==> src/verilog/sclp_pkg.sv <==
// shared constants, command tree and types for the serial command line parser
`default_nettype none
package sclp_pkg;
	localparam int          SCLP_KW_MAX       = 10;
	localparam logic [3:0]  SCLP_KW_CAP       = 4'(SCLP_KW_MAX);
	localparam int          SCLP_NODES        = 8;
	localparam logic [2:0]  SCLP_ROOT         = 3'h0;
	localparam logic [1:0]  SCLP_CHAN_DEFAULT = 2'h1;
	localparam logic [1:0]  SCLP_CHAN_OTHER   = 2'h2;
	localparam logic [3:0]  SCLP_COMMON_MIN   = 4'h4;
	localparam logic [3:0]  SCLP_COMMON_MAX   = 4'h5;
	localparam logic [7:0]  SCLP_CR           = 8'h0D;
	localparam logic [7:0]  SCLP_LF           = 8'h0A;
	localparam logic [7:0]  SCLP_SPACE        = 8'h20;
	localparam logic [7:0]  SCLP_COLON        = 8'h3A;
	localparam logic [7:0]  SCLP_SEMI         = 8'h3B;
	localparam logic [7:0]  SCLP_QUERY        = 8'h3F;
	localparam logic [7:0]  SCLP_STAR         = 8'h2A;
	localparam logic [7:0]  SCLP_DIGIT1       = 8'h31;
	localparam logic [7:0]  SCLP_DIGIT2       = 8'h32;
	localparam logic [7:0]  SCLP_ERR_NONE     = 8'h00;
	localparam logic [7:0]  SCLP_ERR_SYNTAX   = 8'h66;
	localparam logic [7:0]  SCLP_ERR_HEADER   = 8'h71;
	localparam logic [2:0]  SCLP_PROMPT_LAST  = 3'h6;
	localparam logic [2:0]  SCLP_RESP_LAST    = 3'h3;
	localparam logic [6:0][7:0] SCLP_PROMPT   = 56'h7363_7069_203E_20;

	typedef logic [SCLP_KW_MAX-1:0][7:0] sclp_kw_t;

	typedef struct packed {
		sclp_kw_t   text;
		logic [3:0] short_len;
		logic [3:0] full_len;
		logic [2:0] parent;
		logic       implied;
		logic       chan_ok;
	} sclp_node_t;

	// node 2 is the timekeeping_node, 4 the reference_oscillator_node, 5 the oscillator_frequency_leaf
	localparam sclp_node_t SCLP_TREE [SCLP_NODES] = '{
		'{80'h0000_0000_0000_0000_0000, 4'h0, 4'h0, 3'h0, 1'b0, 1'b0},
		'{80'h534F_5552_4345_0000_0000, 4'h4, 4'h6, 3'h0, 1'b1, 1'b0},
		'{80'h434C_4F43_4B00_0000_0000, 4'h4, 4'h5, 3'h1, 1'b0, 1'b0},
		'{80'h5449_4D45_0000_0000_0000, 4'h4, 4'h4, 3'h2, 1'b1, 1'b0},
		'{80'h4F53_4349_4C4C_4154_4F52, 4'h3, 4'hA, 3'h1, 1'b0, 1'b0},
		'{80'h5241_5445_0000_0000_0000, 4'h4, 4'h4, 3'h4, 1'b0, 1'b1},
		'{80'h4449_4147_4E4F_5354_4943, 4'h4, 4'hA, 3'h0, 1'b0, 1'b0},
		'{80'h4C4F_4700_0000_0000_0000, 4'h3, 4'h3, 3'h6, 1'b0, 1'b0}
	};

	typedef struct packed {
		logic            common;
		logic            query;
		logic [2:0]      node;
		logic [1:0]      chan;
		logic [3:0][7:0] code;
	} sclp_cmd_t;

	typedef enum logic [2:0] {
		SCLP_ST_IDLE  = 3'b000,
		SCLP_ST_HDR   = 3'b001,
		SCLP_ST_PARAM = 3'b010,
		SCLP_ST_SKIP  = 3'b011,
		SCLP_ST_TX    = 3'b100
	} sclp_state_t;

	function automatic logic sclp_is_lower(input logic [7:0] c);
		return (c >= 8'h61) && (c <= 8'h7A);
	endfunction

	function automatic logic sclp_is_alpha(input logic [7:0] c);
		return sclp_is_lower(c) || ((c >= 8'h41) && (c <= 8'h5A));
	endfunction

	function automatic logic [7:0] sclp_to_upper(input logic [7:0] c);
		return sclp_is_lower(c) ? (c - 8'h20) : c;
	endfunction

	function automatic logic [7:0] sclp_hex(input logic [3:0] n);
		return (n < 4'hA) ? (8'h30 + {4'h0, n}) : (8'h37 + {4'h0, n});
	endfunction
endpackage
`default_nettype wire

==> src/verilog/sclp_kw_match.sv <==
// keyword lookup against the command tree, with implied levels
`default_nettype none
module sclp_kw_match
	import sclp_pkg::*;
(
	input  wire sclp_kw_t   kw_in,
	input  wire logic [3:0] len_in,
	input  wire logic [2:0] level_in,
	output logic            hit_out,
	output logic [2:0]      node_out,
	output logic [2:0]      leaf_out,
	output logic            chan_ok_out
);
	function automatic logic name_eq(input sclp_node_t n, input sclp_kw_t kw, input logic [3:0] len);
		logic eq;
		eq = ((len == n.short_len) || (len == n.full_len)) && (len != 4'h0);
		for (int p = 0; p < SCLP_KW_MAX; p++)
		begin
			if ((p < int'(len)) && (kw[SCLP_KW_MAX-1-p] != n.text[SCLP_KW_MAX-1-p]))
				eq = 1'b0;
		end
		return eq;
	endfunction

	function automatic logic under_level(input sclp_node_t n, input logic [2:0] level);
		return (n.parent == level) ||
			((n.parent != SCLP_ROOT) && SCLP_TREE[n.parent].implied && (SCLP_TREE[n.parent].parent == level));
	endfunction

	always_comb
	begin
		hit_out  = 1'b0;
		node_out = SCLP_ROOT;
		for (int i = SCLP_NODES-1; i >= 1; i--)
		begin
			if (name_eq(SCLP_TREE[i], kw_in, len_in) && under_level(SCLP_TREE[i], level_in))
			begin
				hit_out  = 1'b1;
				node_out = 3'(i);
			end
		end
		leaf_out = node_out;
		for (int j = SCLP_NODES-1; j >= 1; j--)
		begin
			if (hit_out && SCLP_TREE[j].implied && (SCLP_TREE[j].parent == node_out))
				leaf_out = 3'(j);
		end
		chan_ok_out = SCLP_TREE[node_out].chan_ok;
	end
endmodule
`default_nettype wire

==> src/verilog/sclp_parser.sv <==
// serial command line parser: headers, parameters, prompt and query replies
`default_nettype none
module sclp_parser
	import sclp_pkg::*;
(
	input  wire logic      core_clk_in,
	input  wire logic      rst_b_in,
	input  wire logic [7:0] rx_char_in,
	input  wire logic      rx_valid_in,
	output logic           rx_ready_out,
	output logic [7:0]     tx_char_out,
	output logic           tx_valid_out,
	input  wire logic      tx_ready_in,
	output sclp_cmd_t      cmd_out,
	output logic           cmd_valid_out,
	output logic [7:0]     param_char_out,
	output logic           param_valid_out,
	input  wire logic [7:0] resp_value_in,
	output logic [7:0]     err_code_out,
	input  wire logic      err_clear_in
);
	sclp_state_t state_q, state_d;
	sclp_kw_t    kw_q, kw_d;
	logic [3:0]  len_q, len_d;
	logic [2:0]  level_q, level_d;
	logic [2:0]  base_q, base_d;
	logic [2:0]  node_q, node_d;
	logic [1:0]  chan_q, chan_d;
	logic        common_q, common_d;
	logic        query_q, query_d;
	logic        digit_q, digit_d;
	logic        swallow_q, swallow_d;
	logic        term_cr_q, term_cr_d;
	logic        line_empty_q, line_empty_d;
	sclp_cmd_t   cmd_q, cmd_d;
	logic        cmd_valid_q, cmd_valid_d;
	logic [7:0]  param_q, param_d;
	logic        param_valid_q, param_valid_d;
	logic [7:0]  err_q, err_d;
	logic [7:0]  resp_q, resp_d;
	logic        tx_resp_q, tx_resp_d;
	logic [2:0]  tx_idx_q, tx_idx_d;
	logic [7:0]  tx_char_q, tx_char_d;

	logic        kw_hit;
	logic [2:0]  kw_node;
	logic [2:0]  kw_leaf;
	logic        kw_chan_ok;
	logic        rx_fire;
	logic        is_term;
	logic        swallow_hit;
	logic        seg_ok;
	logic [3:0]  common_len;
	logic [7:0]  seg_err;
	logic [7:0]  bad;
	logic        err_set;
	logic        finish;
	logic        emit;
	logic        prompt;
	logic [2:0]  emit_node;
	logic [7:0]  c;
	logic [7:0]  up;

	function automatic logic [7:0] tx_char_f(input logic resp, input logic [2:0] idx, input logic [7:0] val);
		logic [7:0] ch;
		ch = SCLP_LF;
		if (!resp)
			ch = SCLP_PROMPT[3'(SCLP_PROMPT_LAST - idx)];
		else if (idx == 3'h0)
			ch = sclp_hex(val[7:4]);
		else if (idx == 3'h1)
			ch = sclp_hex(val[3:0]);
		else if (idx == 3'h2)
			ch = SCLP_CR;
		return ch;
	endfunction

	sclp_kw_match u_match (
		.kw_in       (kw_q),
		.len_in      (len_q),
		.level_in    (level_q),
		.hit_out     (kw_hit),
		.node_out    (kw_node),
		.leaf_out    (kw_leaf),
		.chan_ok_out (kw_chan_ok)
	);

	// framing and rate agreed outside this block
	assign c            = rx_char_in;
	assign up           = sclp_to_upper(rx_char_in);
	assign rx_fire      = rx_valid_in && (state_q != SCLP_ST_TX);
	assign is_term      = (c == SCLP_CR) || (c == SCLP_LF);
	// second half of CRLF or LFCR dropped
	assign swallow_hit  = swallow_q && ((term_cr_q && (c == SCLP_LF)) || (!term_cr_q && (c == SCLP_CR)));
	assign common_len   = 4'(len_q + 4'h1 + {3'h0, query_q});
	assign seg_ok       = common_q ? ((common_len == SCLP_COMMON_MIN) || (common_len == SCLP_COMMON_MAX))
		: (kw_hit && (!digit_q || kw_chan_ok));
	assign seg_err      = (common_q || kw_hit) ? SCLP_ERR_SYNTAX : SCLP_ERR_HEADER;

	assign rx_ready_out    = state_q != SCLP_ST_TX;
	assign tx_valid_out    = state_q == SCLP_ST_TX;
	assign tx_char_out     = tx_char_q;
	assign cmd_out         = cmd_q;
	assign cmd_valid_out   = cmd_valid_q;
	assign param_char_out  = param_q;
	assign param_valid_out = param_valid_q;
	assign err_code_out    = err_q;

	always_comb
	begin
		state_d = state_q;  kw_d = kw_q;  len_d = len_q;  level_d = level_q;  base_d = base_q;
		node_d = node_q;  chan_d = chan_q;  common_d = common_q;  query_d = query_q;  digit_d = digit_q;
		swallow_d = swallow_q;  term_cr_d = term_cr_q;  line_empty_d = line_empty_q;
		cmd_d = cmd_q;  cmd_valid_d = 1'b0;  param_d = param_q;  param_valid_d = 1'b0;
		resp_d = resp_q;  tx_resp_d = tx_resp_q;  tx_idx_d = tx_idx_q;  tx_char_d = tx_char_q;
		bad = SCLP_ERR_NONE;  finish = 1'b0;  emit = 1'b0;  prompt = 1'b0;  emit_node = node_q;
		if (state_q == SCLP_ST_TX)
		begin
			if (tx_ready_in)
			begin
				if (tx_idx_q == (tx_resp_q ? SCLP_RESP_LAST : SCLP_PROMPT_LAST))
					state_d = SCLP_ST_IDLE;
				else
				begin
					tx_idx_d  = tx_idx_q + 3'h1;
					tx_char_d = tx_char_f(tx_resp_q, tx_idx_d, resp_q);
				end
			end
		end
		else if (rx_fire)
		begin
			if (swallow_hit)
				swallow_d = 1'b0;
			else if (is_term)
			begin
				// CR or LF ends the line
				swallow_d    = 1'b1;
				term_cr_d    = c == SCLP_CR;
				line_empty_d = 1'b1;
				base_d       = SCLP_ROOT;
				state_d      = SCLP_ST_IDLE;
				if (state_q == SCLP_ST_HDR)
					finish = 1'b1;
				else if (state_q == SCLP_ST_PARAM)
					emit = 1'b1;
				else if ((state_q == SCLP_ST_IDLE) && line_empty_q)
					prompt = 1'b1;
			end
			else
			begin
				swallow_d = 1'b0;
				if (c != SCLP_SPACE)
					line_empty_d = 1'b0;
				unique case (state_q)
					SCLP_ST_IDLE:
					begin
						common_d = 1'b0;
						query_d  = 1'b0;
						digit_d  = 1'b0;
						// channel 1 unless a digit follows
						chan_d   = SCLP_CHAN_DEFAULT;
						len_d    = 4'h0;
						// stale letters would leak into the reported code
						kw_d     = '0;
						level_d  = base_q;
						if (c == SCLP_COLON)
						begin
							level_d = SCLP_ROOT;
							state_d = SCLP_ST_HDR;
						end
						else if (c == SCLP_STAR)
						begin
							common_d = 1'b1;
							state_d  = SCLP_ST_HDR;
						end
						else if (sclp_is_alpha(c))
						begin
							kw_d[SCLP_KW_MAX-1] = up;
							len_d               = 4'h1;
							state_d             = SCLP_ST_HDR;
						end
						else if ((c != SCLP_SPACE) && (c != SCLP_SEMI))
							bad = SCLP_ERR_SYNTAX;
					end
					SCLP_ST_HDR:
					begin
						if (c == SCLP_SPACE)
						begin
							if (seg_ok)
							begin
								node_d  = kw_leaf;
								state_d = SCLP_ST_PARAM;
							end
							else
								bad = seg_err;
						end
						else if (c == SCLP_SEMI)
						begin
							finish  = 1'b1;
							state_d = SCLP_ST_IDLE;
						end
						else if ((c == SCLP_QUERY) && !query_q)
							query_d = 1'b1;
						else if ((c == SCLP_COLON) && !common_q && !query_q && (len_q != 4'h0))
						begin
							if (seg_ok)
							begin
								level_d = kw_node;
								len_d   = 4'h0;
								digit_d = 1'b0;
								chan_d  = SCLP_CHAN_DEFAULT;
							end
							else
								bad = seg_err;
						end
						else if (sclp_is_alpha(c) && !query_q && !digit_q && (len_q < SCLP_KW_CAP))
						begin
							kw_d[SCLP_KW_MAX-1-int'(len_q)] = up;
							len_d                           = len_q + 4'h1;
						end
						else if (((c == SCLP_DIGIT1) || (c == SCLP_DIGIT2)) && !common_q && !query_q && !digit_q
							&& (len_q != 4'h0))
						begin
							digit_d = 1'b1;
							chan_d  = (c == SCLP_DIGIT1) ? SCLP_CHAN_DEFAULT : SCLP_CHAN_OTHER;
						end
						else
							bad = SCLP_ERR_SYNTAX;
					end
					SCLP_ST_PARAM:
					begin
						if (c == SCLP_SEMI)
						begin
							emit    = 1'b1;
							state_d = SCLP_ST_IDLE;
						end
						else
						begin
							param_d       = c;
							param_valid_d = 1'b1;
						end
					end
					SCLP_ST_SKIP:
					begin
						if (c == SCLP_SEMI)
							state_d = SCLP_ST_IDLE;
					end
					default:
						state_d = SCLP_ST_IDLE;
				endcase
			end
		end
		if (finish)
		begin
			if (seg_ok)
			begin
				emit      = 1'b1;
				emit_node = kw_leaf;
			end
			else
				bad = seg_err;
		end
		if ((bad != SCLP_ERR_NONE) && !is_term && (state_d != SCLP_ST_IDLE))
			state_d = SCLP_ST_SKIP;
		if (emit)
		begin
			cmd_d.common = common_q;
			cmd_d.query  = query_q;
			cmd_d.node   = common_q ? SCLP_ROOT : emit_node;
			cmd_d.chan   = chan_q;
			cmd_d.code   = kw_q[SCLP_KW_MAX-1 -: 4];
			cmd_valid_d  = 1'b1;
			if (!common_q && !is_term)
				base_d = level_q;
			if (query_q)
			begin
				resp_d    = resp_value_in;
				tx_resp_d = 1'b1;
				tx_idx_d  = 3'h0;
				tx_char_d = tx_char_f(1'b1, 3'h0, resp_value_in);
				state_d   = SCLP_ST_TX;
			end
		end
		if (prompt)
		begin
			tx_resp_d = 1'b0;
			tx_idx_d  = 3'h0;
			tx_char_d = tx_char_f(1'b0, 3'h0, resp_q);
			state_d   = SCLP_ST_TX;
		end
		err_set = bad != SCLP_ERR_NONE;
		if (err_set)
			err_d = bad;
		else if (err_clear_in)
			err_d = SCLP_ERR_NONE;
		else
			err_d = err_q;
	end

	always_ff @(posedge core_clk_in)
	begin
		if (!rst_b_in)
		begin
			state_q <= SCLP_ST_IDLE;  kw_q <= '0;  len_q <= 4'h0;  level_q <= SCLP_ROOT;  base_q <= SCLP_ROOT;
			node_q <= SCLP_ROOT;  chan_q <= SCLP_CHAN_DEFAULT;  common_q <= 1'b0;  query_q <= 1'b0;
			digit_q <= 1'b0;  swallow_q <= 1'b0;  term_cr_q <= 1'b0;  line_empty_q <= 1'b1;
			cmd_q <= '0;  cmd_valid_q <= 1'b0;  param_q <= 8'h00;  param_valid_q <= 1'b0;
			err_q <= SCLP_ERR_NONE;  resp_q <= 8'h00;  tx_resp_q <= 1'b0;  tx_idx_q <= 3'h0;  tx_char_q <= 8'h00;
		end
		else
		begin
			state_q <= state_d;  kw_q <= kw_d;  len_q <= len_d;  level_q <= level_d;  base_q <= base_d;
			node_q <= node_d;  chan_q <= chan_d;  common_q <= common_d;  query_q <= query_d;
			digit_q <= digit_d;  swallow_q <= swallow_d;  term_cr_q <= term_cr_d;  line_empty_q <= line_empty_d;
			cmd_q <= cmd_d;  cmd_valid_q <= cmd_valid_d;  param_q <= param_d;  param_valid_q <= param_valid_d;
			err_q <= err_d;  resp_q <= resp_d;  tx_resp_q <= tx_resp_d;  tx_idx_q <= tx_idx_d;  tx_char_q <= tx_char_d;
		end
	end
endmodule
`default_nettype wire

==> config.mk <==
export PLATFORM = sky130hd
export DESIGN_NAME = sclp_parser
export DESIGN_NICKNAME = d
export VERILOG_FILES = /design/src/verilog/sclp_pkg.sv /design/src/verilog/sclp_kw_match.sv /design/src/verilog/sclp_parser.sv
export SDC_FILE = /design/constraint.sdc
export NUM_CORES = 1
export LEC_CHECK = 0
export ABC_AREA = 1
export BUFFER_PORTS_ARGS = -buffer_cell sky130_fd_sc_hd__buf_2
export CAP_MARGIN = 25
export CORE_UTILIZATION = 25
export CTS_CLUSTER_SIZE = 20
export DETAILED_ROUTE_END_ITERATION = 7
export PLACE_DENSITY = 0.41
export SLEW_MARGIN = 20
export SYNTH_ARGS = -nofsm -noshare
export SYNTH_HDL_FRONTEND = slang
export SYNTH_SLANG_ARGS = --single-unit
==> constraint.sdc <==
create_clock -name core_clk_in -period 3.1 [get_ports core_clk_in]
set_input_delay 0.155 -clock core_clk_in [delete_from_list [all_inputs] [get_ports core_clk_in]]
set_output_delay 0.155 -clock core_clk_in [all_outputs]
set_load 0.01 [all_outputs]
* Word-level counts from Yosys, hierarchy flattened
Memory sizes are Yosys's and may differ from the RTL's.
Cells that the tools add are included.
** Storage, ports and cells
- Memories kept :: 2
- Memory bits (read-only) :: 808
- Output and inout bits :: 67
- Register bits after elaboration :: 181
- Input bits :: 21
- Logic and storage cells :: 537
** Cells by class
- Bitwise logic cells :: 8
- Reductions and logical operators :: 133
- $lt $le $gt $ge :: 22
- Multiplexer cells :: 239
- Add/subtract/negate cells :: 12
- Equal/unequal tests :: 81
** Memory list
- (name not given) :: words 8, width 93, read ports 1, clocked after Yosys merged registers in 0, write ports 0, RTL line sclp_kw_match.sv:48 : chan_ok_out = SCLP_TREE[node_out].chan_ok;
- (name not given) :: words 8, width 8, read ports 1, clocked after Yosys merged registers in 0, write ports 0, RTL line sclp_parser.sv:68 : ch = SCLP_PROMPT[3'(SCLP_PROMPT_LAST - idx)];
** Operators with widths (number)
- two-way mux 80 bit :: 5
- inequality test 8 x 7 -> 1 bit (second input constant) :: 38
- two-way mux 8 bit :: 26
- case mux 80 bit (2 select lines) :: 1
- two-way mux 3 bit :: 47
- two-way mux 1 bit :: 125
- logical AND 1 bit :: 84
- bitwise mux 80 bit :: 1
- two-way mux 7 bit :: 11
- nonzero test 8 bit :: 8
- == test 8 x 6 -> 1 bit (second input constant) :: 7
- adder 6 x 4 -> 7 bit (first input constant) :: 6
- demux 8 bit (select 4 bit) :: 1
- AND reduction 10 bit :: 3
- two-way mux 4 bit :: 6
- == test 4 x 3 -> 1 bit (second input constant) :: 5
- == test 8 x 4 -> 1 bit (second input constant) :: 2
- >= comparator 8 x 7 -> 1 bit (second input constant) :: 2
- <= comparator 8 x 7 -> 1 bit (second input constant) :: 2
- less-than comparator 3 x 4 -> 1 bit (first input constant) :: 4
- less-than comparator 4 bit (second input constant) :: 4
- two-way mux 2 bit :: 8
- inequality test 8 x 6 -> 1 bit (second input constant) :: 2
- case mux 8 bit (2 select lines) :: 1
- other kinds (48) :: 96

* Logic depth before layout (Yosys ltp)
Gate-level depths: netlist (run 1).
- Word-level depth :: 46
- Depth in mapped cells :: 22

* Modules after synthesis
From an unflattened synthesis (run 1), not the netlist that was laid out.
** Unflattened totals
- Cells, all modules :: 1492
- Area, all modules :: 9512.9 µm²
** By module, submodules not included
- sclp_parser :: sequential area each 3523.4 µm², cells each 1150, area an instance 8080.2 µm², times used 1
- sclp_kw_match :: sequential area each 0.0 µm², cells each 342, area an instance 1432.6 µm², times used 1

* Least setup slack after synthesis (run 1)
No wires, ideal clock.
- Kind :: reg2reg
- From :: reg len_q[1]
- To :: reg cmd_q (netlist bit cmd_out[32])
- Path slack :: 0.501 ns
- Period minus slack after synthesis :: 2.599 ns
- Cell stages (with the launch flop) :: 21
- Arrival :: 2.483 ns
- Required time :: 2.984 ns
- Cells stage by stage :: dfxtp_1 -> inv_1 -> ha_1 -> inv_1 -> nor2_1 -> nor2_1 -> nand2_1 -> nand2_1 -> nor2_1 -> nand3_1 -> nand2_1 -> nor2_2 -> nand3_2 -> nand3_2 -> inv_2 -> nand2_4 -> o21ai_4 -> buf_6 -> buf_4 -> nor2_1 -> nor2_1
** Between the ends
- Longest elaborated chain between the ends :: 29
- Elaborated cells on any way between the ends :: 176
- Classes of those cells :: 2 x add/sub; 10 x order compare; 7 x eq/ne; 89 x mux; 1 x bitwise; 66 x reduce/logical; 1 x memory
** Ends and longest elaborated chain
- start: declaration :: RTL line sclp_parser.sv:24 : logic [3:0] len_q, len_d;
- start signal: assignment :: RTL line sclp_parser.sv:312 : state_q <= state_d; kw_q <= kw_d; len_q <= len_d; level_q <= level_d; base_q <= base_d;
- less-than comparator 1 x 4 -> 1 bit, or another cell as far along :: RTL line sclp_kw_match.sv:19 : if ((p < int'(len)) && (kw[SCLP_KW_MAX-1-p] != n.text[SCLP_KW_MAX-1-p]))
- logical AND 1 bit, or another cell as far along :: RTL line sclp_kw_match.sv:19
- two-way mux 1 bit or logical AND 1 bit (tied branches) :: RTL line sclp_kw_match.sv:19, sclp_kw_match.sv:16
- two-way mux 1 bit (9 in a row) :: RTL line sclp_kw_match.sv:19
- logical AND 1 bit or two-way mux 1 bit (tied branches) :: RTL line sclp_kw_match.sv:36, sclp_kw_match.sv:19
- two-way mux 3 bit or logical AND 1 bit (tied branches) :: RTL line sclp_kw_match.sv:36 : if (name_eq(SCLP_TREE[i], kw_in, len_in) && under_level(SCLP_TREE[i], level_in))
- two-way mux 3 bit (6 in a row) :: RTL line sclp_kw_match.sv:36
- inverter 3 -> 4 bit (not written as such) :: RTL line sclp_kw_match.sv:48
- memory read (8 x 93 bit)
- two-way mux 1 bit (not written as such) (2 in a row) :: RTL line sclp_kw_match.sv:48
- logical OR 1 bit :: RTL line sclp_parser.sv:97 : : (kw_hit && (!digit_q || kw_chan_ok));
- logical AND 1 bit :: RTL line sclp_parser.sv:97
- two-way mux 1 bit * :: RTL line sclp_parser.sv:96 : assign seg_ok = common_q ? ((common_len == SCLP_COMMON_MIN) || (common_len == SCLP_COMMON_MAX))
- two-way mux 1 bit * :: RTL line sclp_parser.sv:255 : if (seg_ok)
- two-way mux 1 bit * :: RTL line sclp_parser.sv:253 : if (finish)
- end signal: assignment :: RTL line sclp_parser.sv:315 : cmd_q <= cmd_d; cmd_valid_q <= cmd_valid_d; param_q <= param_d; param_valid_q <= param_valid_d;
- end: declaration :: RTL line sclp_parser.sv:35 : sclp_cmd_t cmd_q, cmd_d;
Mark *: on every way between the ends. The rest lies on a longest branch, timed or not. The select of a mux whose other input is x is not followed.
A chain may end at the register's enable or synchronous reset.

* Worst setup path in the final report (run 1)
- From :: reg len_q[0]
- To :: reg cmd_q (netlist bit cmd_out[38])
The elaborated chain is that of the path after synthesis.

==> results.md, run 1 <==
* Slew HR at 38.8%
* Cell Area, Synth at 9310 µm²
* Fin nets at 1,616
* Grt total ovfl at 0
* Cell chain of the critical path: inv_1 > ha_4 > inv_1 > nor2_2 > nor2_1 > nand2_1 > nand2_1 > nor2_1 > nand3_1 > nand2_1 > nor2_1 > nand3_4 > nand3_4 > inv_2 > nand2_4 > o21ai_4 > buf_4 > clkbuf_16 > o211a_1
* Clock buffer depth at 2
* Primary FF master, synth: dfxtp_1
* R2R setup slack at 0.23 ns
* Final core occ at 31.0%
* Share of layout cells above drive strength 1 at 13.8%
* Endpoints failing setup at 0
* Top-area cell type share of the netlist area at 37.9%
* Most area-consuming cells after synthesis: dfxtp_1 (38%), nand2_1 (16%), nor2_1 (8.4%)
* VDD IR max at 0.394 mV
* Worst Slack Setup Final at 0.226 ns
* Final period util at 92.7%
* Sequential-to-total area share from yosys stat at 37.9%
* TNS Setup at 0 ns
* Top cell type by total area after synthesis: dfxtp_1
* Core footprint at 36,600 µm²
* Top achievable clock speed at 348 MHz
* Status: completed
* Skew-Pair Late Insertion Delay at 0.46 ns
* Arrival @ worst endpoint at 3.22 ns
* # port buffers at 85
* Worst hold margin at 0.0505 ns
* Post-Syn Area per Cell at 6.48 µm²
* Largest net degree at the start of global routing at 60
* Setup CP Type: register to register
* P_leak at 4.84 nW
* Clock Skews at 0.0184 ns
* WL final at 31,900 µm
* Post-route ant nets at 0
* P&R area growth vs syn at 22.0%
* Synth warn at 0
* Post-route DRC at 0
* Int Pwr at 3.58 mW
* H-tree level count at 4
* Critical Path RT at 3.44 ns
* Commonest non-fill, non-tap cells in the layout: nand2_1 (386), nor2_1 (205), inv_1 (179)
* Max-slew violations at 0
* Worst Max-Slew Pin Slew at 0.918 ns
* Hold WC Path Type: input pin to register
* Fraction of registers with async set/reset at 0%
* DIE WIDTH at 195 µm
* Min Clock Period, post-route at 2.87 ns
* Reg power frac at 45.8%
* DIE AREA at 38,000 µm²
* Startpoint types: register
* Commonest non-fill, non-tap cell in the layout: nand2_1
* Row cnt at 70
* Routability Congestion at 0.871
* Vias per cell at 4.56
* I/O pin total at 88
* Antenna violations before repair at 0
* Mapped Cells at 1,436
* Sw frac at 29.2%
* Post-synth EDFFs at 0
* Clock Sinks at 176
* Power consumption at 5.06 mW
* Vias at 9,341
* Largest stage delay on the critical path at 0.37 ns
* CTS tree: built
* Switching power at 1.48 mW
* Crit path capture type: register
* Avg WL per Cell at 15.6 µm
* Combinational Power Share at 13.1%
* Detailed placement HPWL at 23,600 µm
* First-pass GRT wire length at 49,700 µm
* # diodes at 0
* Max-cap viol count at 0
* Register bit total from synthesis at 176
* Drt pass-1 iters at 5
* Pre-CTS setup slack at -0.0112 ns
* CTS Buf Count at 17
* Crit-path max FO at 29
* Clock share of power at 41.1%
* Total GRT Usage at 16.8%
* Clk pin slew, worst setup/hold paths at 0.08 ns
* Synth unique cells at 50
* Vias in the first global route at 8,825
* Slowest stage cell on the critical path: dfxtp_1
* Die Ht at 195 µm
* Starting density of the core at 25.4%
* Final Hold Fails at 0
* PwrDens at 445 nW/µm²
* Drt initial violations at 531
* CTS root buffer: clkbuf_16
[flip-flops by register name (all words and copies together) (netlist names), 4 cells and up]
| name | flops |
|---|---|
| param_char_out | 8 |
| cmd_out | 39 |
| resp_q | 8 |
| kw_q | 80 |
| len_q | 4 |
| tx_char_out | 8 |
[final cells by class]
type                            instances  area (µm²)
Fill cell                            4112       25300
Sequential cell                       176        3530
Multi-Input combinational cell       1026        4910
Clock buffer                           19         453
Clock inverter                         12        97.6
Timing Repair Buffer                  161        1070
Inverter                              188         713
Tap cell                              468         586
[synthesized netlist by cell type (2+ instances only)]
| master | n |
|---|---|
| xor2_1 | 6 |
| inv_2 | 6 |
| a211oi_1 | 30 |
| buf_4 | 8 |
| nand3_1 | 38 |
| o2111ai_1 | 3 |
| xnor2_1 | 2 |
| nand2_2 | 3 |
| nand4_1 | 14 |
| buf_1 | 3 |
| o311ai_0 | 2 |
| ha_1 | 25 |
| nor2_1 | 208 |
| o21ai_0 | 70 |
| o211ai_1 | 7 |
| nor3_1 | 39 |
| inv_1 | 180 |
| clkbuf_1 | 27 |
| or2_2 | 2 |
| nand3_2 | 3 |
| o21bai_1 | 2 |
| a21oi_1 | 142 |
| nor2_2 | 5 |
| nand2_1 | 386 |
| nor4_1 | 4 |
| buf_2 | 8 |
| clkinv_1 | 2 |
| a31oi_1 | 6 |
| o21ai_1 | 6 |
| nand2_4 | 2 |
| dfxtp_1 | 176 |
| nand3b_1 | 3 |
[layer usage]
| layer | share of wire, % | vias to the layer above | routed length [µm] | global-route usage (%) |
|---|---|---|---|---|
| li1 | - | 4861 | - | - |
| met1 | 52 | 4302 | 16500 | 24.2 |
| met2 | 43 | 155 | 13900 | 25.7 |
| met3 | 3.3 | 23 | 1060 | 3.11 |
| met4 | 1.6 | 0 | 507 | 4.02 |
| met5 | 0 | - | 0 | 0 |
[logic make-up (layout without fill, tap and decap cells)]
family,after synthesis,in the layout,share of synthesized area [%]
simple gates,712,712,31.2
compound gates,279,279,16.8
buf+inv,235,380,9.99
flops,176,176,37.9
fa+ha+maj,25,25,3.36
xor+xnor,8,8,0.753
other cells,1,2,0.0403
[per-stage QoR]
stage / instances / instance area [µm²]
finish: 2050 / 11400
global route: 2050 / 11400
CTS: 2043 / 11200
detailed placement: 2006 / 10600
global placement: 2006 / 10600
floorplan: 1437 / 9310
[power by group through the flow]
stage | registers [mW] | clock network (mW) | logic (mW)
final | 2.31 | 2.08 | 0.663
after floorplan | 2.36 | 0 | 0.382
after CTS | 2.31 | 2.17 | 0.656
after global routing | 2.32 | 2.26 | 0.738
after global placement | 2.37 | 0 | 0.648
after detailed placement | 2.37 | 0 | 0.646
[worst paths after layout]
path / start / endpoint / cells past startpoint
worst max-delay path: len_q[0] / cmd_out[38] / 19
worst min-delay path: tx_ready_in / tx_idx_q[1] / 3
worst max register to register: len_q[0] / cmd_out[38] / 19
worst min register to register: kw_q[45] / kw_q[45] / 2
[critical path, delay by kind of cell, from the launching register on]
kind / cells / cell delay [ns]
AO/OA/AOI/OAI: 2 / 0.31
AND/OR/NAND/NOR: 11 / 1.23
adder cells (fa/ha/maj): 1 / 0.18
buffers and inverters: 5 / 0.67
flip-flops: 1 / 0.37
[repair_timing]
item                                    CTS  global route
gates resized for setup                   1            18
buffers inserted                          0             5
pin swaps                                 0             3
cloned                                    0             2
endpoints found under the setup margin    1            62
endpoints found under the hold margin     6             0
hold buffers                              6             0
Power figures use the tool's default switching activity.
==> inputs of run 2 (changes only) <==
CORE_ASPECT_RATIO = 1.1   (was default)
==> run 2 against run 1 <==
Effect of this change: via count hardly changed; die area hardly changed; largest cell class unchanged; critical endpoint is now cmd_out[19]; non-clock buffer count is 8 higher; power is 4.8% higher; fmax is 0.64% lower; clock power is 11% higher; largest power group unchanged.
==> results.md, run 2 (same netlist as run 1, synthesis figures left out) <==
* P&R area growth vs syn at 24.1%
* CTS tree: built
* Setup CP Type: register to register
* VDD IR max at 0.420 mV (+6.7%)
* Hold WC Path Type: input pin to register
* Total GRT Usage at 16.9% (+0.079 points)
* Max-slew violations at 0 (unchanged)
* Most numerous cell on the critical path: nor2_1
* Met2 WL post-DR at 14,300 µm (+3.3%)
* Skew-Pair Late Insertion Delay at 0.46 ns (about the same)
* Combinational Power Share at 13.0% (about the same)
* Highest metal layer with signal wires: met4
* Crit-path max FO at 24 (-17%)
* Share of layout cells above drive strength 1 at 14.8% (+0.99 points)
* Antenna violations before repair at 0 (unchanged)
* Clock Sinks at 176 (unchanged)
* Sw frac at 29.2% (-0.068 points)
* Critical Path RT at 3.47 ns (+0.03 ns)
* R2R cell count at 19 (unchanged)
* Commonest non-fill, non-tap cells in the layout: nand2_1 (386), nor2_1 (202), inv_1 (178)
* Hold Startpoint: rx_char_in[6]
* I/O pin total at 88 (unchanged)
* Min Clock Period, post-route at 2.89 ns (+0.0185 ns)
* Fill cells at 4,015 (-2.4%)
* Met1 wire length at 15,900 µm (-3.6%)
* Vias in the first global route at 8,646 (-2.0%)
* Grt total ovfl at 0 (unchanged)
* H-tree level count at 4 (unchanged)
* Reg2reg start: len_q[0]
* Core footprint at 36,400 µm² (-0.45%)
* Fin nets at 1,624 (+0.50%)
* Routability Congestion at 0.910 (+4.6%)
* Clock share of power at 43.4% (+2.3 points)
* DIE WIDTH at 186 µm (-4.6%)
* Slowest stage cell on the critical path: dfxtp_2
* Status: completed
* Clock Skews at 0.0142 ns (-0.00417 ns)
* Pre-CTS setup slack at -0.0457 ns (-0.0345 ns)
* Post-route ant nets at 0 (unchanged)
* Power consumption at 5.30 mW (+4.8%)
* RSZ-0062 raised after global routing: false
* Clock buffer depth at 2 (unchanged)
* Largest stage delay on the critical path at 0.41 ns (+0.04 ns)
* Final core occ at 31.7% (+0.68 points)
* Critical Path Stages at 19 (unchanged)
* Endpoints failing setup at 0 (unchanged)
* CTS root buffer: clkbuf_16
* CP endpoint: cmd_out[19]
* R2R setup slack at 0.21 ns (-0.02 ns)
* Final period util at 93.3% (+0.60 points)
* Post-route DRC at 0 (unchanged)
* Slew HR at 50.8% (+12 points)
* Top achievable clock speed at 346 MHz (-0.64%)
* DIE AREA at 38,000 µm² (about the same)
* Clk pin slew, worst setup/hold paths at 0.08 ns (about the same)
* Max FFs per register at 80 (unchanged)
* Most flops, register: kw_q
* Switching power at 1.55 mW (+4.6%)
* Drt pass-1 iters at 5 (unchanged)
* Critical path buffers and inverters at 6 (+1)
* # port buffers at 85 (unchanged)
* DR WL met3 at 1090 µm (+3.3%)
* Max-cap viol count at 0 (unchanged)
* Die Ht at 204 µm (+4.8%)
* R2R Path End: cmd_out[19]
* WL final at 31,800 µm (-0.39%)
* Detailed placement HPWL at 23,400 µm (-0.82%)
* Int Pwr at 3.75 mW (+4.9%)
* Arrival @ worst endpoint at 3.27 ns (+0.05 ns)
* Crit path capture type: register
* Worst Slack Setup Final at 0.208 ns (-0.0185 ns)
* Startpoint types: register
* P_leak at 4.91 nW (+1.5%)
* Commonest non-fill, non-tap cell in the layout: nand2_1
* PwrDens at 459 nW/µm² (+3.0%)
* First-pass GRT wire length at 48,900 µm (-1.6%)
* Vias per cell at 4.50 (-1.3%)
* Worst Max-Slew Pin Slew at 0.737 ns (-0.180 ns)
* Largest net degree at the start of global routing at 63 (+5.0%)
* Row cnt at 73 (+4.3%)
* Reg power frac at 43.6% (-2.2 points)
* Critical path origin: len_q[0]
* Final Hold Fails at 0 (unchanged)
* CP top delay family: simple AND/OR/NAND/NOR gates
* CTS Buf Count at 17 (unchanged)
* Avg WL per Cell at 15.3 µm (-1.7%)
* Drt initial violations at 506 (-4.7%)
* # diodes at 0 (unchanged)
* Cell chain of the critical path: inv_1 > buf_4 > ha_1 > o21ai_1 > nor2_1 > nand2_1 > nor2_1 > nand3b_1 > nor2_1 > nor2_2 > nand3_4 > nand3_4 > inv_2 > nand2_4 > o21ai_4 > buf_12 > buf_12 > clkbuf_16 > a211oi_1
* Starting density of the core at 25.5% (+0.12 points)
* Vias at 9,342 (+0.011%)
==> run 2: metal layers <==
layer | track usage (%) | up-vias
met5 | 0 | -
met3 | 2.64 | 24
met4 | 4.77 | 0
met1 | 23.4 | 4286
met2 | 26.8 | 155
li1 | - | 4877
==> run 2: how the worst min path moves through the flow <==
stage	end	cells after the start
2_1_floorplan	err_code_out[4]	3
3_3_place_gp	param_char_out[0]	2
3_5_place_dp	param_char_out[6]	2
4_1_cts	kw_q[72]	3
5_1_grt	kw_q[72]	3
6_report	param_char_out[6]	3
==> run 2: timing repair <==
action,in CTS,in global routing
endpoints found under the hold margin,5,0
pin swaps,0,2
gates resized for setup,1,24
endpoints found under the setup margin,4,81
cloned,0,2
hold buffers,5,0
setup buffers,0,9
==> run 2: layout make-up <==
class	count	area (µm²)	share of cell area, %
sequential	176	3530	30.5
clock buffer	19	443	3.83
inverter	188	714	6.18
clock inverter	13	164	1.42
timing repair buffer	169	1150	9.98
multi-input combinational	1026	4940	42.8
tap	487	609	5.27
==> run 2: power by group through the flow <==
stage	clock network, mW	registers (mW)	logic [mW]
5_1_grt	2.45	2.32	0.771
3_3_place_gp	0	2.37	0.670
2_1_floorplan	0	2.36	0.382
4_1_cts	2.37	2.31	0.670
3_5_place_dp	0	2.37	0.661
6_report	2.30	2.31	0.687
==> run 2: worst reg2reg max path, stage by stage, from the launching register on <==
cell       delay [ns]
dfxtp_2          0.41
inv_1            0.11
buf_4            0.16
ha_1             0.21
o21ai_1          0.23
nor2_1           0.07
nand2_1          0.09
nor2_1           0.04
nand3b_1         0.11
nor2_1           0.08
nor2_2           0.16
nand3_4          0.12
nand3_4          0.11
inv_2            0.06
nand2_4          0.09
o21ai_4          0.09
buf_12           0.14
buf_12           0.12
clkbuf_16        0.19
a211oi_1         0.22
==> run 2: stage by stage <==
stage,hold slack [ns],cells,setup TNS [ns],instance area (µm²)
after CTS,0.0361,2067,0,11300
after global routing,0.0544,2078,0,11600
final,0.0607,2078,0,11600
after global placement,0.431,2030,0,10700
after detailed placement,0.434,2030,-0.0457,10700
after floorplan,0.321,1437,0,9310
==> inputs of run 3 (changes only) <==
REMOVE_ABC_BUFFERS = 1   (was default)
==> run 3 against run 2 <==
Effect of this change: critical path depth did not move; die area is the same; fmax rose by 1.4%; register-to-register slack better by 0.04 ns; wire length decreased by 4.2%; critical path type unchanged; design area decreased by 2.1%; count of clock-buffer cells in the layout did not move; hold slack got worse by 0.030 ns; largest power group unchanged; core utilization decreased by 0.67 points.
==> results.md, run 3 (same netlist as run 1, synthesis figures left out) <==
* Status: completed
* I/O pin total at 88 (unchanged)
* WL final at 30,500 µm (-4.2%)
* Most flops, register: kw_q
* Detailed placement HPWL at 22,700 µm (-3.3%)
* Inst Count DP at 2,020 (-0.49%)
* Sw frac at 29.3% (+0.16 points)
* CTS tree: built
* Antenna violations before repair at 1 (+1)
* TNS Setup at 0 ns (unchanged)
* Drt pass-1 iters at 5 (unchanged)
* Int Pwr at 3.58 mW (-4.7%)
* CTS root buffer: clkbuf_16
* VDD IR max at 0.383 mV (-8.8%)
* Max-cap viol count at 0 (unchanged)
* Drt initial violations at 456 (-9.9%)
* Skew-Pair Late Insertion Delay at 0.46 ns (about the same)
* Crit path capture type: register
* Critical Path RT at 3.46 ns (about the same)
* Vias at 9,223 (-1.3%)
* P&R area growth vs syn at 21.5%
* CTS Buf Count at 17 (unchanged)
* Vias in the first global route at 8,786 (+1.6%)
* Combinational Power Share at 12.9% (about the same)
* Row cnt at 73 (unchanged)
* Hold WC Path Type: input pin to register
* Total GRT Usage at 16.3% (-0.55 points)
* DIE WIDTH at 186 µm (unchanged)
* First-pass GRT wire length at 47,500 µm (-2.9%)
* Final cell count without fillers at 2,059 (-0.91%)
* Commonest non-fill, non-tap cells in the layout: nand2_1 (386), nor2_1 (204), inv_1 (179)
* Clock share of power at 41.4% (-2.0 points)
* Endpoints failing setup at 0 (unchanged)
* Crit-path max FO at 21 (-13%)
* Startpoint types: register
* Top achievable clock speed at 350 MHz (+1.4%)
* # port buffers at 85 (unchanged)
* Commonest non-fill, non-tap cell in the layout: nand2_1
* Clk pin slew, worst setup/hold paths at 0.07 ns (about the same)
* Final Instance Area at 11,300 µm² (-2.1%)
* Min Clock Period, post-route at 2.85 ns (-0.0391 ns)
* Post-route DRC at 0 (unchanged)
* Arrival @ worst endpoint at 3.22 ns (-0.05 ns)
* Share of layout cells above drive strength 1 at 13.5% (-1.3 points)
* Routability Congestion at 0.887 (-2.6%)
* R2R setup slack at 0.25 ns (+0.04 ns)
* Starting density of the core at 25.5% (unchanged)
* Clock Sinks at 176 (unchanged)
* Worst Max-Slew Pin Slew at 0.626 ns (-0.111 ns)
* RSZ-0062 raised after global routing: false
* Fill cells at 4,044 (+0.72%)
* P_leak at 4.78 nW (-2.6%)
* Final period util at 92.0% (-1.3 points)
* Multi-input logic area at 4930 µm² (-0.35%)
* Setup CP Type: register to register
* Slew HR at 57.8% (+7.0 points)
* Max-slew violations at 0 (unchanged)
* Die Ht at 204 µm (unchanged)
* Power consumption at 5.06 mW (-4.5%)
* Max FFs per register at 80 (unchanged)
* Final core occ at 31.0% (-0.67 points)
* Switching power at 1.49 mW (-4.0%)
* H-tree level count at 4 (unchanged)
* Grt total ovfl at 0 (unchanged)
* Largest net degree at the start of global routing at 62 (-1.6%)
* Final Hold Fails at 0 (unchanged)
* Fin nets at 1,605 (-1.2%)
* Clock Skews at 0.0144 ns (+0.000170 ns)
* Avg WL per Cell at 14.8 µm (-3.3%)
* Clock buffer depth at 2 (unchanged)
* Vias per cell at 4.48 (-0.36%)
* Placed cell area at 10,600 µm² (-0.72%)
* DIE AREA at 38,000 µm² (unchanged)
* Core footprint at 36,400 µm² (unchanged)
* FF+latch area at 3530 µm² (unchanged)
* Reg power frac at 45.7% (+2.1 points)
* Post-route ant nets at 0 (unchanged)
* PwrDens at 448 nW/µm² (-2.4%)
-- run 3: cell count changes in the layout (fill, tap and decap cells not counted), moves of 2 or more --
cell / delta
inv_8: -3
a211oi_1: +2
clkinv_2: +2
buf_4: -18
bufinv_16: -2
nor2_1: +2
a211oi_2: -2
-- run 3: layout make-up --
class / count / share of cell area (%)
diodes: 1 / 0.0221
clock buffers: 19 / 4.00
clock inverters: 12 / 0.874
inverters: 188 / 6.27
multi-input cells: 1026 / 43.6
flip-flops and latches: 176 / 31.2
well taps: 487 / 5.39
repair buffers: 150 / 8.71
-- run 3: repair_timing --
item                                    CTS  global route
gates resized for setup                   0            20
endpoints found under the hold margin     5             0
endpoints found under the setup margin    0            56
buffers inserted                          0             1
hold buffers                              5             0
-- run 3: worst paths after layout --
kind,to,startpoint,cells past startpoint
worst max register to register,cmd_out[21],len_q[1],19
worst min-delay path,tx_char_out[3],resp_value_in[7],3
worst max-delay path,cmd_out[21],len_q[1],19
worst min register to register,kw_q[45],kw_q[45],2
-- run 3: critical path: stages (launching register included) --
cell and delay (ns):
dfxtp_1 0.33, inv_1 0.07, buf_4 0.16, ha_1 0.19
inv_1 0.05, ha_1 0.17, nand2_1 0.09, nand2_1 0.13
nor2_1 0.06, nand3_1 0.11, nand2_1 0.09, nor2_2 0.18
nand3_4 0.13, nand3_4 0.12, inv_2 0.06, nand2_4 0.10
o21ai_4 0.15, buf_12 0.17, clkbuf_16 0.18, a211oi_1 0.21
-- run 3: layer usage --
layer,global-route usage [%],share of wire (%)
met1,21.2,49
met3,2.92,3.0
met5,0,0
met4,5.15,1.8
met2,27.2,46
-- run 3: stage by stage --
step	setup WS, ns	hold WS (ns)
floorplan	0.0655	0.224
global placement	0.215	0.433
detailed placement	0.135	0.433
CTS	0.135	0.00101
global route	0.00505	0.0271
finish	0.247	0.0309
-- run 3: power groups by stage --
| stage | Clock (mW) | Sequential [mW] | Combinational, mW |
|---|---|---|---|
| after global routing | 2.27 | 2.32 | 0.734 |
| after CTS | 2.19 | 2.31 | 0.647 |
| final | 2.10 | 2.32 | 0.651 |
| after floorplan | 0 | 2.37 | 0.347 |
| after detailed placement | 0 | 2.37 | 0.639 |
| after global placement | 0 | 2.37 | 0.645 |
